--- config.mk ---
export PLATFORM = sky130hd
export DESIGN_NAME = sbs_status
export DESIGN_NICKNAME = d
export VERILOG_FILES = /design/src/sbs_pkg.sv /design/src/sbs_flag.sv /design/src/sbs_status.sv /design/src/sbs_sync.sv
export SDC_FILE = /design/constraint.sdc
export NUM_CORES = 1
export LEC_CHECK = 0
export BUFFER_PORTS_ARGS = -buffer_cell sky130_fd_sc_hd__buf_2
export CAP_MARGIN = 20
export CORE_ASPECT_RATIO = 0.7
export CORE_MARGIN = 5
export CORE_UTILIZATION = 40
export CTS_CLUSTER_DIAMETER = 200
export CTS_CLUSTER_SIZE = 25
export DETAILED_ROUTE_END_ITERATION = 6
export GPL_ROUTABILITY_DRIVEN = 0
export PLACE_DENSITY = 0.74
export SKIP_LAST_GASP = 1
export SLEW_MARGIN = 20
export SYNTH_ARGS = -nofsm -noshare
export SYNTH_HDL_FRONTEND = slang
export SYNTH_HIERARCHICAL = 1
export SYNTH_SLANG_ARGS = --single-unit
--- constraint.sdc ---
create_clock -name i_clk_sys -period 4.6 [get_ports i_clk_sys]
set_clock_uncertainty 0.05 [all_clocks]
set_input_delay 0.23 -clock i_clk_sys [delete_from_list [all_inputs] [get_ports i_clk_sys]]
set_output_delay 0.23 -clock i_clk_sys [all_outputs]
set_load 0.05 [all_outputs]
--- src/sbs_pkg.sv ---
// constants for the serial bus status register block
package sbs_pkg;
   localparam int          ADDR_W        = 12;
   localparam logic [11:0] STATUS_OFFSET = 12'hac8;
   localparam logic [11:0] CTRL_OFFSET   = 12'hacc;
   localparam int          TGT_LSB       = 1;
   localparam int          INI_LSB       = 9;
   localparam int          BLANK_BIT     = 22;
   localparam int          WRAP_BIT      = 23;
   localparam int          DONE_BIT      = 24;
   localparam int          NACK_BIT      = 25;
   localparam int          MISPL_BIT     = 27;
   localparam int          CSUM_BIT      = 28;
   localparam int          UNMAP_BIT     = 29;
   localparam int          SKIP_BIT      = 17;
   localparam logic [7:0]  DONE_CODE     = 8'hc0;
   localparam logic [6:0]  ADDR_RST      = 7'h00;
   localparam int          NFLAG         = 6;
endpackage

--- src/sbs_flag.sv ---
// sticky write-one-to-clear event flags, set beats clear
`timescale 1ns/1ps
module sbs_flag #(
   parameter int N = 1
) (
   input  wire logic         i_clk_sys, // system clock
   input  wire logic         i_rst_b,   // sync reset, active low
   input  wire logic [N-1:0] i_set,     // one-cycle set events
   input  wire logic [N-1:0] i_clr,     // one-cycle clear requests
   output logic      [N-1:0] o_flag     // sticky flags
);
   typedef struct packed
   {
      logic [N-1:0] flag;
   } sbs_flag_t;
   sbs_flag_t st;
   sbs_flag_t next_st;

   // set wins over clear in the same cycle
   always_comb
   begin
      next_st.flag = i_set | (st.flag & ~i_clr);
   end

   // register the flags
   always_ff @(posedge i_clk_sys)
   begin
      if (!i_rst_b)
         st <= '0;
      else
         st <= next_st;
   end

   assign o_flag = st.flag;
endmodule

--- src/sbs_status.sv ---
// serial bus status register with boot loader and bus fault flags
// Behaviour
// target port address read-only at 7:1
// initiator port address read-only at 15:9
// blank memory sets bit 22, w1c
// bad dword count also sets blank flag
// done record byte not c0 sets blank
// address wrap sets bit 23, w1c
// bit 24 set on load end or error
// unexpected nack sets bit 25, w1c
// misplaced start/stop sets bit 27, w1c
// bad checksum sets bit 28, w1c
// missing done command sets bit 28
// unmapped target sets bit 29, w1c
// skip check suppresses checksum flag
// reserved bits zero, writing zero keeps
//
// Decided for this implementation: the address-and-strobe port.
`timescale 1ns/1ps
module sbs_status (
   input  wire logic        i_clk_sys,      // 40 MHz system clock
   input  wire logic        i_rst_b,        // sync reset, active low
   input  wire logic [11:0] i_addr,         // register byte address
   input  wire logic [31:0] i_wdata,        // write data
   input  wire logic        i_wr,           // write strobe
   input  wire logic        i_rd,           // read strobe
   output logic      [31:0] o_rdata,        // read data, cycle after rd
   input  wire logic [6:0]  i_target_port_addr,    // strap address
   input  wire logic [6:0]  i_initiator_port_addr, // strap address
   input  wire logic        i_load_enable,  // boot load mode enabled
   input  wire logic        i_blank_seen,   // loader: blank memory
   input  wire logic        i_count_bad,    // loader: bad dword count
   input  wire logic        i_done_byte_ok, // loader: done record ok
   input  wire logic [7:0]  i_done_byte,    // loader: done record byte
   input  wire logic        i_wrap_seen,    // loader: address wrapped
   input  wire logic        i_load_end,     // loader: sequence finished
   input  wire logic        i_sum_bad,      // loader: checksum mismatch
   input  wire logic        i_no_done_cmd,  // loader: no done command
   input  wire logic        i_unmapped,     // loader: unmapped target
   input  wire logic        i_nack_seen,    // master bus: unexpected nack
   input  wire logic        i_misplaced,    // master bus: bad start/stop
   output logic             o_skip_sum_check, // control bit out
   output logic             o_boot_load_complete // loader done level
);
   localparam int F_BLANK = 0;
   localparam int F_WRAP  = 1;
   localparam int F_NACK  = 2;
   localparam int F_MISPL = 3;
   localparam int F_CSUM  = 4;
   localparam int F_UNMAP = 5;

   typedef struct packed
   {
      logic [6:0]  tgt;
      logic [6:0]  ini;
      logic        done;
      logic        skip;
      logic [31:0] rdata;
   } sbs_state_t;
   sbs_state_t st;
   sbs_state_t next_st;

   logic [6:0]  tgt_s;
   logic [6:0]  ini_s;
   logic [5:0]  set_v;
   logic [5:0]  clr_v;
   logic [5:0]  flags;
   logic [31:0] status_word;
   logic        err_any;

   // address decode used by read and write
   function automatic logic hit(input logic [11:0] a,
                                input logic [11:0] off);
      hit = (a == off);
   endfunction

   // strap addresses pass two flops before use
   sbs_sync #(.W(7)) u_sync_tgt (
      .i_clk_sys (i_clk_sys),
      .i_rst_b   (i_rst_b),
      .i_async   (i_target_port_addr),
      .o_sync    (tgt_s)
   );
   sbs_sync #(.W(7)) u_sync_ini (
      .i_clk_sys (i_clk_sys),
      .i_rst_b   (i_rst_b),
      .i_async   (i_initiator_port_addr),
      .o_sync    (ini_s)
   );

   // flag set events from the loader and the master bus
   always_comb
   begin
      set_v = '0;
      set_v[F_BLANK] = i_load_enable &
                       (i_blank_seen | i_count_bad
                        | (i_load_end & !i_done_byte_ok
                           & (i_done_byte != sbs_pkg::DONE_CODE)));
      set_v[F_WRAP]  = i_load_enable & i_wrap_seen;
      set_v[F_NACK]  = i_nack_seen;
      set_v[F_MISPL] = i_misplaced;
      set_v[F_CSUM]  = i_load_enable &
                       ((i_sum_bad & !st.skip)
                        | i_no_done_cmd);
      set_v[F_UNMAP] = i_load_enable & i_unmapped;
   end

   // write-one clears; zero bits leave flags alone
   always_comb
   begin
      clr_v = '0;
      if (i_wr && hit(i_addr, sbs_pkg::STATUS_OFFSET))
      begin
         clr_v[F_BLANK] = i_wdata[sbs_pkg::BLANK_BIT];
         clr_v[F_WRAP]  = i_wdata[sbs_pkg::WRAP_BIT];
         clr_v[F_NACK]  = i_wdata[sbs_pkg::NACK_BIT];
         clr_v[F_MISPL] = i_wdata[sbs_pkg::MISPL_BIT];
         clr_v[F_CSUM]  = i_wdata[sbs_pkg::CSUM_BIT];
         clr_v[F_UNMAP] = i_wdata[sbs_pkg::UNMAP_BIT];
      end
   end

   sbs_flag #(.N(sbs_pkg::NFLAG)) u_flags (
      .i_clk_sys (i_clk_sys),
      .i_rst_b   (i_rst_b),
      .i_set     (set_v),
      .i_clr     (clr_v),
      .o_flag    (flags)
   );

   // any loader error that stops the load
   assign err_any = set_v[F_BLANK] | set_v[F_WRAP] | set_v[F_CSUM]
                    | set_v[F_UNMAP];

   // assemble the status word, reserved bits zero
   always_comb
   begin
      status_word = '0;
      status_word[sbs_pkg::TGT_LSB +: 7]  = st.tgt;
      status_word[sbs_pkg::INI_LSB +: 7]  = st.ini;
      status_word[sbs_pkg::BLANK_BIT] = flags[F_BLANK];
      status_word[sbs_pkg::WRAP_BIT]  = flags[F_WRAP];
      status_word[sbs_pkg::DONE_BIT]  = st.done;
      status_word[sbs_pkg::NACK_BIT]  = flags[F_NACK];
      status_word[sbs_pkg::MISPL_BIT] = flags[F_MISPL];
      status_word[sbs_pkg::CSUM_BIT]  = flags[F_CSUM];
      status_word[sbs_pkg::UNMAP_BIT] = flags[F_UNMAP];
   end

   // next state: strap capture, done bit, control, read data
   always_comb
   begin
      next_st = st;
      // follow the synchronised straps; a one-shot capture would
      // catch the still-empty sync stages right after reset
      next_st.tgt = tgt_s;
      next_st.ini = ini_s;
      if (i_load_enable && (i_load_end || err_any))
         next_st.done = 1'b1;
      if (i_wr && hit(i_addr, sbs_pkg::CTRL_OFFSET))
         next_st.skip = i_wdata[sbs_pkg::SKIP_BIT];
      next_st.rdata = '0;
      if (i_rd && hit(i_addr, sbs_pkg::STATUS_OFFSET))
         next_st.rdata = status_word;
      else if (i_rd && hit(i_addr, sbs_pkg::CTRL_OFFSET))
         next_st.rdata[sbs_pkg::SKIP_BIT] = st.skip;
   end

   // single state register
   always_ff @(posedge i_clk_sys)
   begin
      if (!i_rst_b)
      begin
         st     <= '0;
         st.tgt <= sbs_pkg::ADDR_RST;
         st.ini <= sbs_pkg::ADDR_RST;
      end
      else
         st <= next_st;
   end

   assign o_rdata              = st.rdata;
   assign o_skip_sum_check     = st.skip;
   assign o_boot_load_complete = st.done;

   // assertions
   a_nack_sets_flag: assert property (@(posedge i_clk_sys)
      disable iff (!i_rst_b)
      i_nack_seen |=> flags[F_NACK])
      else $error("nack flag not set");

   a_mispl_sets_flag: assert property (@(posedge i_clk_sys)
      disable iff (!i_rst_b)
      i_misplaced |=> flags[F_MISPL])
      else $error("misplaced flag not set");

   a_blank_sets_flag: assert property (@(posedge i_clk_sys)
      disable iff (!i_rst_b)
      (i_load_enable && i_blank_seen) |=> flags[F_BLANK])
      else $error("blank flag not set");

   a_count_bad_flag: assert property (@(posedge i_clk_sys)
      disable iff (!i_rst_b)
      (i_load_enable && i_count_bad) |=> flags[F_BLANK])
      else $error("count defect not shown");

   a_wrap_read_back: assert property (@(posedge i_clk_sys)
      disable iff (!i_rst_b)
      (i_load_enable && i_wrap_seen) ##1 (i_rd && i_addr ==
         sbs_pkg::STATUS_OFFSET && !i_wr)
      |=> o_rdata[sbs_pkg::WRAP_BIT])
      else $error("wrap flag not read back");

   a_done_sticks: assert property (@(posedge i_clk_sys)
      disable iff (!i_rst_b)
      (i_load_enable && i_load_end) |=> o_boot_load_complete [*3])
      else $error("done bit not held");

   a_skip_masks_sum: assert property (@(posedge i_clk_sys)
      disable iff (!i_rst_b)
      (st.skip && !flags[F_CSUM] && !i_no_done_cmd && !clr_v[F_CSUM])
      |=> !flags[F_CSUM] || $past(i_no_done_cmd))
      else $error("checksum flag set while skipped");

   a_nodone_sets: assert property (@(posedge i_clk_sys)
      disable iff (!i_rst_b)
      (i_load_enable && i_no_done_cmd) |=> flags[F_CSUM])
      else $error("missing done not flagged");

   a_zero_keeps: assert property (@(posedge i_clk_sys)
      disable iff (!i_rst_b)
      (flags[F_UNMAP] && i_wr && !i_wdata[sbs_pkg::UNMAP_BIT])
      |=> flags[F_UNMAP])
      else $error("zero write cleared flag");

   a_reserved_zero: assert property (@(posedge i_clk_sys)
      disable iff (!i_rst_b)
      $past(i_rd && i_addr == sbs_pkg::STATUS_OFFSET) |->
      (o_rdata[0] == 1'b0 && o_rdata[8] == 1'b0 && o_rdata[26] == 1'b0))
      else $error("reserved bit nonzero");

   c_load_done: cover property (@(posedge i_clk_sys)
      disable iff (!i_rst_b) $rose(o_boot_load_complete));
   c_csum_clear: cover property (@(posedge i_clk_sys)
      disable iff (!i_rst_b) flags[F_CSUM] ##1 !flags[F_CSUM]);
   c_set_on_clear: cover property (@(posedge i_clk_sys)
      disable iff (!i_rst_b) set_v[F_NACK] && clr_v[F_NACK]);
endmodule

--- src/sbs_sync.sv ---
// two-stage synchroniser for a bundle of pin-level inputs
`timescale 1ns/1ps
module sbs_sync #(
   parameter int W = 1
) (
   input  wire logic         i_clk_sys, // system clock
   input  wire logic         i_rst_b,   // sync reset, active low
   input  wire logic [W-1:0] i_async,   // raw levels
   output logic      [W-1:0] o_sync     // synchronised levels
);
   typedef struct packed
   {
      logic [W-1:0] s1;
      logic [W-1:0] s2;
   } sbs_sync_t;
   sbs_sync_t st;
   sbs_sync_t next_st;

   // shift levels through two stages
   always_comb
   begin
      next_st.s1 = i_async;
      next_st.s2 = st.s1;
   end

   // register the stages
   always_ff @(posedge i_clk_sys)
   begin
      if (!i_rst_b)
         st <= '0;
      else
         st <= next_st;
   end

   assign o_sync = st.s2;
endmodule

==> After elaboration in Yosys (flattened, before gate mapping) <==
Cells that the tools add are included.
{ "word_totals": {"output_inout_bits": 34, "inputBits": 81, "elab_cells": 44, "reg_bits": 82} }
{ "op_classes": {"n_mux": 1, "n_eq_ne": 3, "n_reduce_logical": 10, "n_bitwise": 18} }
{ "ops": {"columns": ["cell", "count"], "rows": [
  ["12-bit equality test, second input constant", 2],
  ["8-bit != test, second input constant", 1],
  ["1-bit bitwise AND", 7],
  ["6-bit bitwise AND", 1],
  ["6-bit 2-to-1 mux", 1],
  ["6-bit NOT", 1],
  ["1-bit OR", 6],
  ["6-bit OR", 1],
  ["1-bit logical AND", 5],
  ["3-bit OR reduction", 1],
  ["1-bit logical NOT", 2],
  ["1-bit NOT", 2],
  ["2-bit AND reduction", 1],
  ["1-bit logical OR", 1]
]} }

==> Longest topological paths before layout <==
{ "depth": {"depth_word": 10, "mapped_depth": 7, "ltp_nobuf": 5} }

==> Cells and area by module <==
Netlist, hierarchy kept.
{ "modules_own_cells": {"columns": ["mod", "n_inst", "area_per_inst_um2", "cells_per_inst"], "rows": [
  ["sbs_status", 1, 1675.4, 174],
  ["sbs_sync", 2, 391.6, 29],
  ["sbs_flag", 1, 247.7, 18]
]} }

==> Least setup slack after synthesis <==
No wires, ideal clock.
{ "synth_path": {"path_type": "input-to-reg", "start": "in i_addr[1]", "end": "reg u_flags.st (netlist bit u_flags/o_flag[2])", "path_stages": 7, "n_path_buf": 2, "slack_ps": 2593, "arrival_ps": 1843, "path_cell_list": "or4_4 > or3_1 > buf_6 > buf_6 > nor3_1 > nor2b_4 > o21a_1"} }
{ "synth_via": {"elab_chain_len": 6} }
{ "synth_lines": {"columns": ["item", "line_no", "text"], "rows": [
  ["from (decl)", "sbs_status.sv:23", "input wire logic [11:0] i_addr,"],
  ["12-bit equality test", "sbs_status.sv:74", "hit = (a == off);"],
  ["1-bit logical AND", "sbs_status.sv:112", "if (i_wr && hit(i_addr, sbs_pkg::STATUS_OFFSET))"],
  ["6-bit 2-to-1 mux", "sbs_status.sv:112", null],
  ["named net clr_v[2]", "sbs_status.sv:66", "logic [5:0] clr_v;"],
  ["6-bit NOT", "sbs_flag.sv:22", "next_st.flag = i_set | (st.flag & ~i_clr);"],
  ["6-bit bitwise AND", "sbs_flag.sv:22", null],
  ["6-bit OR", "sbs_flag.sv:22", null],
  ["to (signal assigned)", "sbs_flag.sv:31", "st <= next_st;"],
  ["to (decl)", "sbs_flag.sv:16", "sbs_flag_t st;"]
]} }
The timed path passes the listed nets, and every way through them passes these cells.
A chain may end at the register's enable or synchronous reset.

==> Worst setup path after layout <==
{ "layout_path": {"start": "in i_addr[1]", "end": "reg u_flags.st (netlist bit u_flags/o_flag[1])"} }
Same word-level chain as after synthesis.

==> metrics.cfg <==
[grt]
grt_first_pass_wirelength_um=7450
grtUsageTotal=0.115
grt_max_degree=54
antenna_found_initial=0
grt_pass1_vias=1600
overflow=0

[worst_setup_path]
crit_arrival_ps=2030
crit_path_max_fanout=28
cpMaxStageDelayCell=or4_4
worstRegToRegCells=3
slowest_delay_ps=520
end_kind=flop
start_kind=input pin
criticalPathCategory=input pin to flop
required_ps=4780
path_cells=buf_2 > or4_4 > or3_1 > buf_4 > nor3_1 > nor2b_4 > o21a_1

[placement]
port_buffers=79
hpwl_um=3190
post-place-cells=389

[run]
drv_cap=0

[finish]
layout_common_cells=buf_2, dfxtp_1, and2_1, inv_1, and2_2
layout_commonest_cell=buf_2
finalNetCount=387
syn2layout_area_growth_pct=15.1
instances_no_fill=405
final-seq-area_um2=1440
multi_input_area_um2=895
antenna_cells=0
final_util=0.468
layout-drive-gt1-share=0.437
fill_cells=630

[power]
leakage_nw=1.34
vdd_drop_max_mv=0.163
p_total_mw=1.18
powerDensity_nw_per_um2=379

[floorplan]
die_w_um=108
num_rows=25
die_y_um=78.8
coreArea_um2=6660
ios=115
initial_utilization=0.406
dieArea_um2=8540

[timing]
finalSetupTns_ps=0
min_period_ps=1850
rsz0062_at_grt=no
hold_viol_final=0
drv_slew=0
worst_pin_slew_ps=693
min_period_over_period=0.402
max_slew_margin=0.538
max_freq_ghz=0.540
whs_ps=48.0
setup_viol=0

[clock_network]
cts.path.max_buffers=2
clk_pin_slew_ps=70
cts_setup_buffers=0
cts_buffers=9
cts_tree=yes
cts_sinks=72
cts_hold_buf=0
cts_resized=0
clock_latency_ps=330
cts_root_buffer=clkbuf_8
cts_max_level=3

[synth]
synth_top_area_frac=0.533
ys_top_cells_by_area=dfxtp_1, buf_4, and2_1
syn_avg_cell_area_um2=10.8
yosysTopAreaCell=dfxtp_1
synth_seq_area_share=0.533
syn_area_um2=2710
synthCells=250
yosysWarnings=6
synthDistinctLibCells=30
ys_ff_latch=72

[hold_path]
min_path_cells=2
hold_class=input pin to flop

[drt]
route.detailed.drc=0
via_count=1675
viasPerCell=4.14
wl_per_cell_um=11.4
drt_iter0_drc=30
ant_nets=0
dr.pass1.iters=5
totalWireLength_um=4620

[run_status]
outcome=finished clean

-- sequential cells by signal, indices dropped and copies added (netlist names) --
register / cells
o_boot_load_complete: 1
o_rdata: 22
o_skip_sum_check: 1
st: 14
u_flags/o_flag: 6
u_sync_ini/next_st: 7
u_sync_ini/o_sync: 7
u_sync_tgt/next_st: 7
u_sync_tgt/o_sync: 7
-- final timing paths --
kind	from	endpoint	slack (ps)
worst max-delay path	i_addr[1]	u_flags/o_flag[1]	2750
worst min-delay path	i_target_port_addr[3]	u_sync_tgt/next_st[3]	50
worst max register to register	o_skip_sum_check	o_boot_load_complete	3570
worst min register to register	st[46]	o_rdata[6]	370
-- Yosys cell counts (all sizes together) --
library cell and number:
a41oi 1, o31a 1, nor4 23, nor2 2, nor3 6, nand3b 2
buf 39, or4 2, conb 1, nor2b 7, o21ai 1, clkbuf 5
or3 1, nand2 12, mux2i 1, nand2b 1, nor4b 1, o21a 7
dfxtp 72, nand4b 1, inv 20, and2 44
-- area by class of cell --
| cell class | instances | area share |
|---|---|---|
| sequential | 72 | 0.463 |
| multi-input combinational | 123 | 0.287 |
| timing repair buffer | 80 | 0.129 |
| clock buffer | 12 | 0.0498 |
| tap | 94 | 0.0378 |
| inverter | 20 | 0.0241 |
| clock inverter | 4 | 0.00924 |
-- per-layer routing --
metal / vias to the layer above / wire [um] / track usage
li1: 869 / - / -
met5: - / 0 / 0
met2: 53 / 2250 / 0.187
met3: 6 / 380 / 0.0496
met4: 0 / 70 / 0.0530
met1: 747 / 1920 / 0.131
-- kinds of logic after synthesis --
group,Yosys count,synth area share
AO/OA/AOI/OAI,10,0.0277
buffers and inverters,64,0.150
flip-flops,72,0.533
multiplexers,1,0.00370
other,1,0.00139
AND/OR/NAND/NOR,102,0.284
-- worst max-delay path: cells and delay by family --
family / cells / cell delay [ps]
and+or+nand+nor: 4 / 1270
AOI/OAI and AO/OA: 1 / 170
buffers and inverters: 2 / 350
-- through the flow --
| stage | cell area, um2 | setup WS (ps) |
|---|---|---|
| floorplan | 2740 | 2590 |
| global placement | 2930 | 2360 |
| detailed placement | 2930 | 2270 |
| CTS | 3110 | 2630 |
| global route | 3120 | 2730 |
| finish | 3120 | 2750 |
-- power breakdown --
group	internal, mW	switching, mW	leakage (nW)	total [mW]
Clock	0.225	0.216	0.0886	0.441
Combinational	0.0386	0.0536	0.665	0.0922
Sequential	0.642	0.00552	0.589	0.648
Total	0.906	0.275	1.34	1.18
No activity file was read; power rests on OpenSTA's default activity.
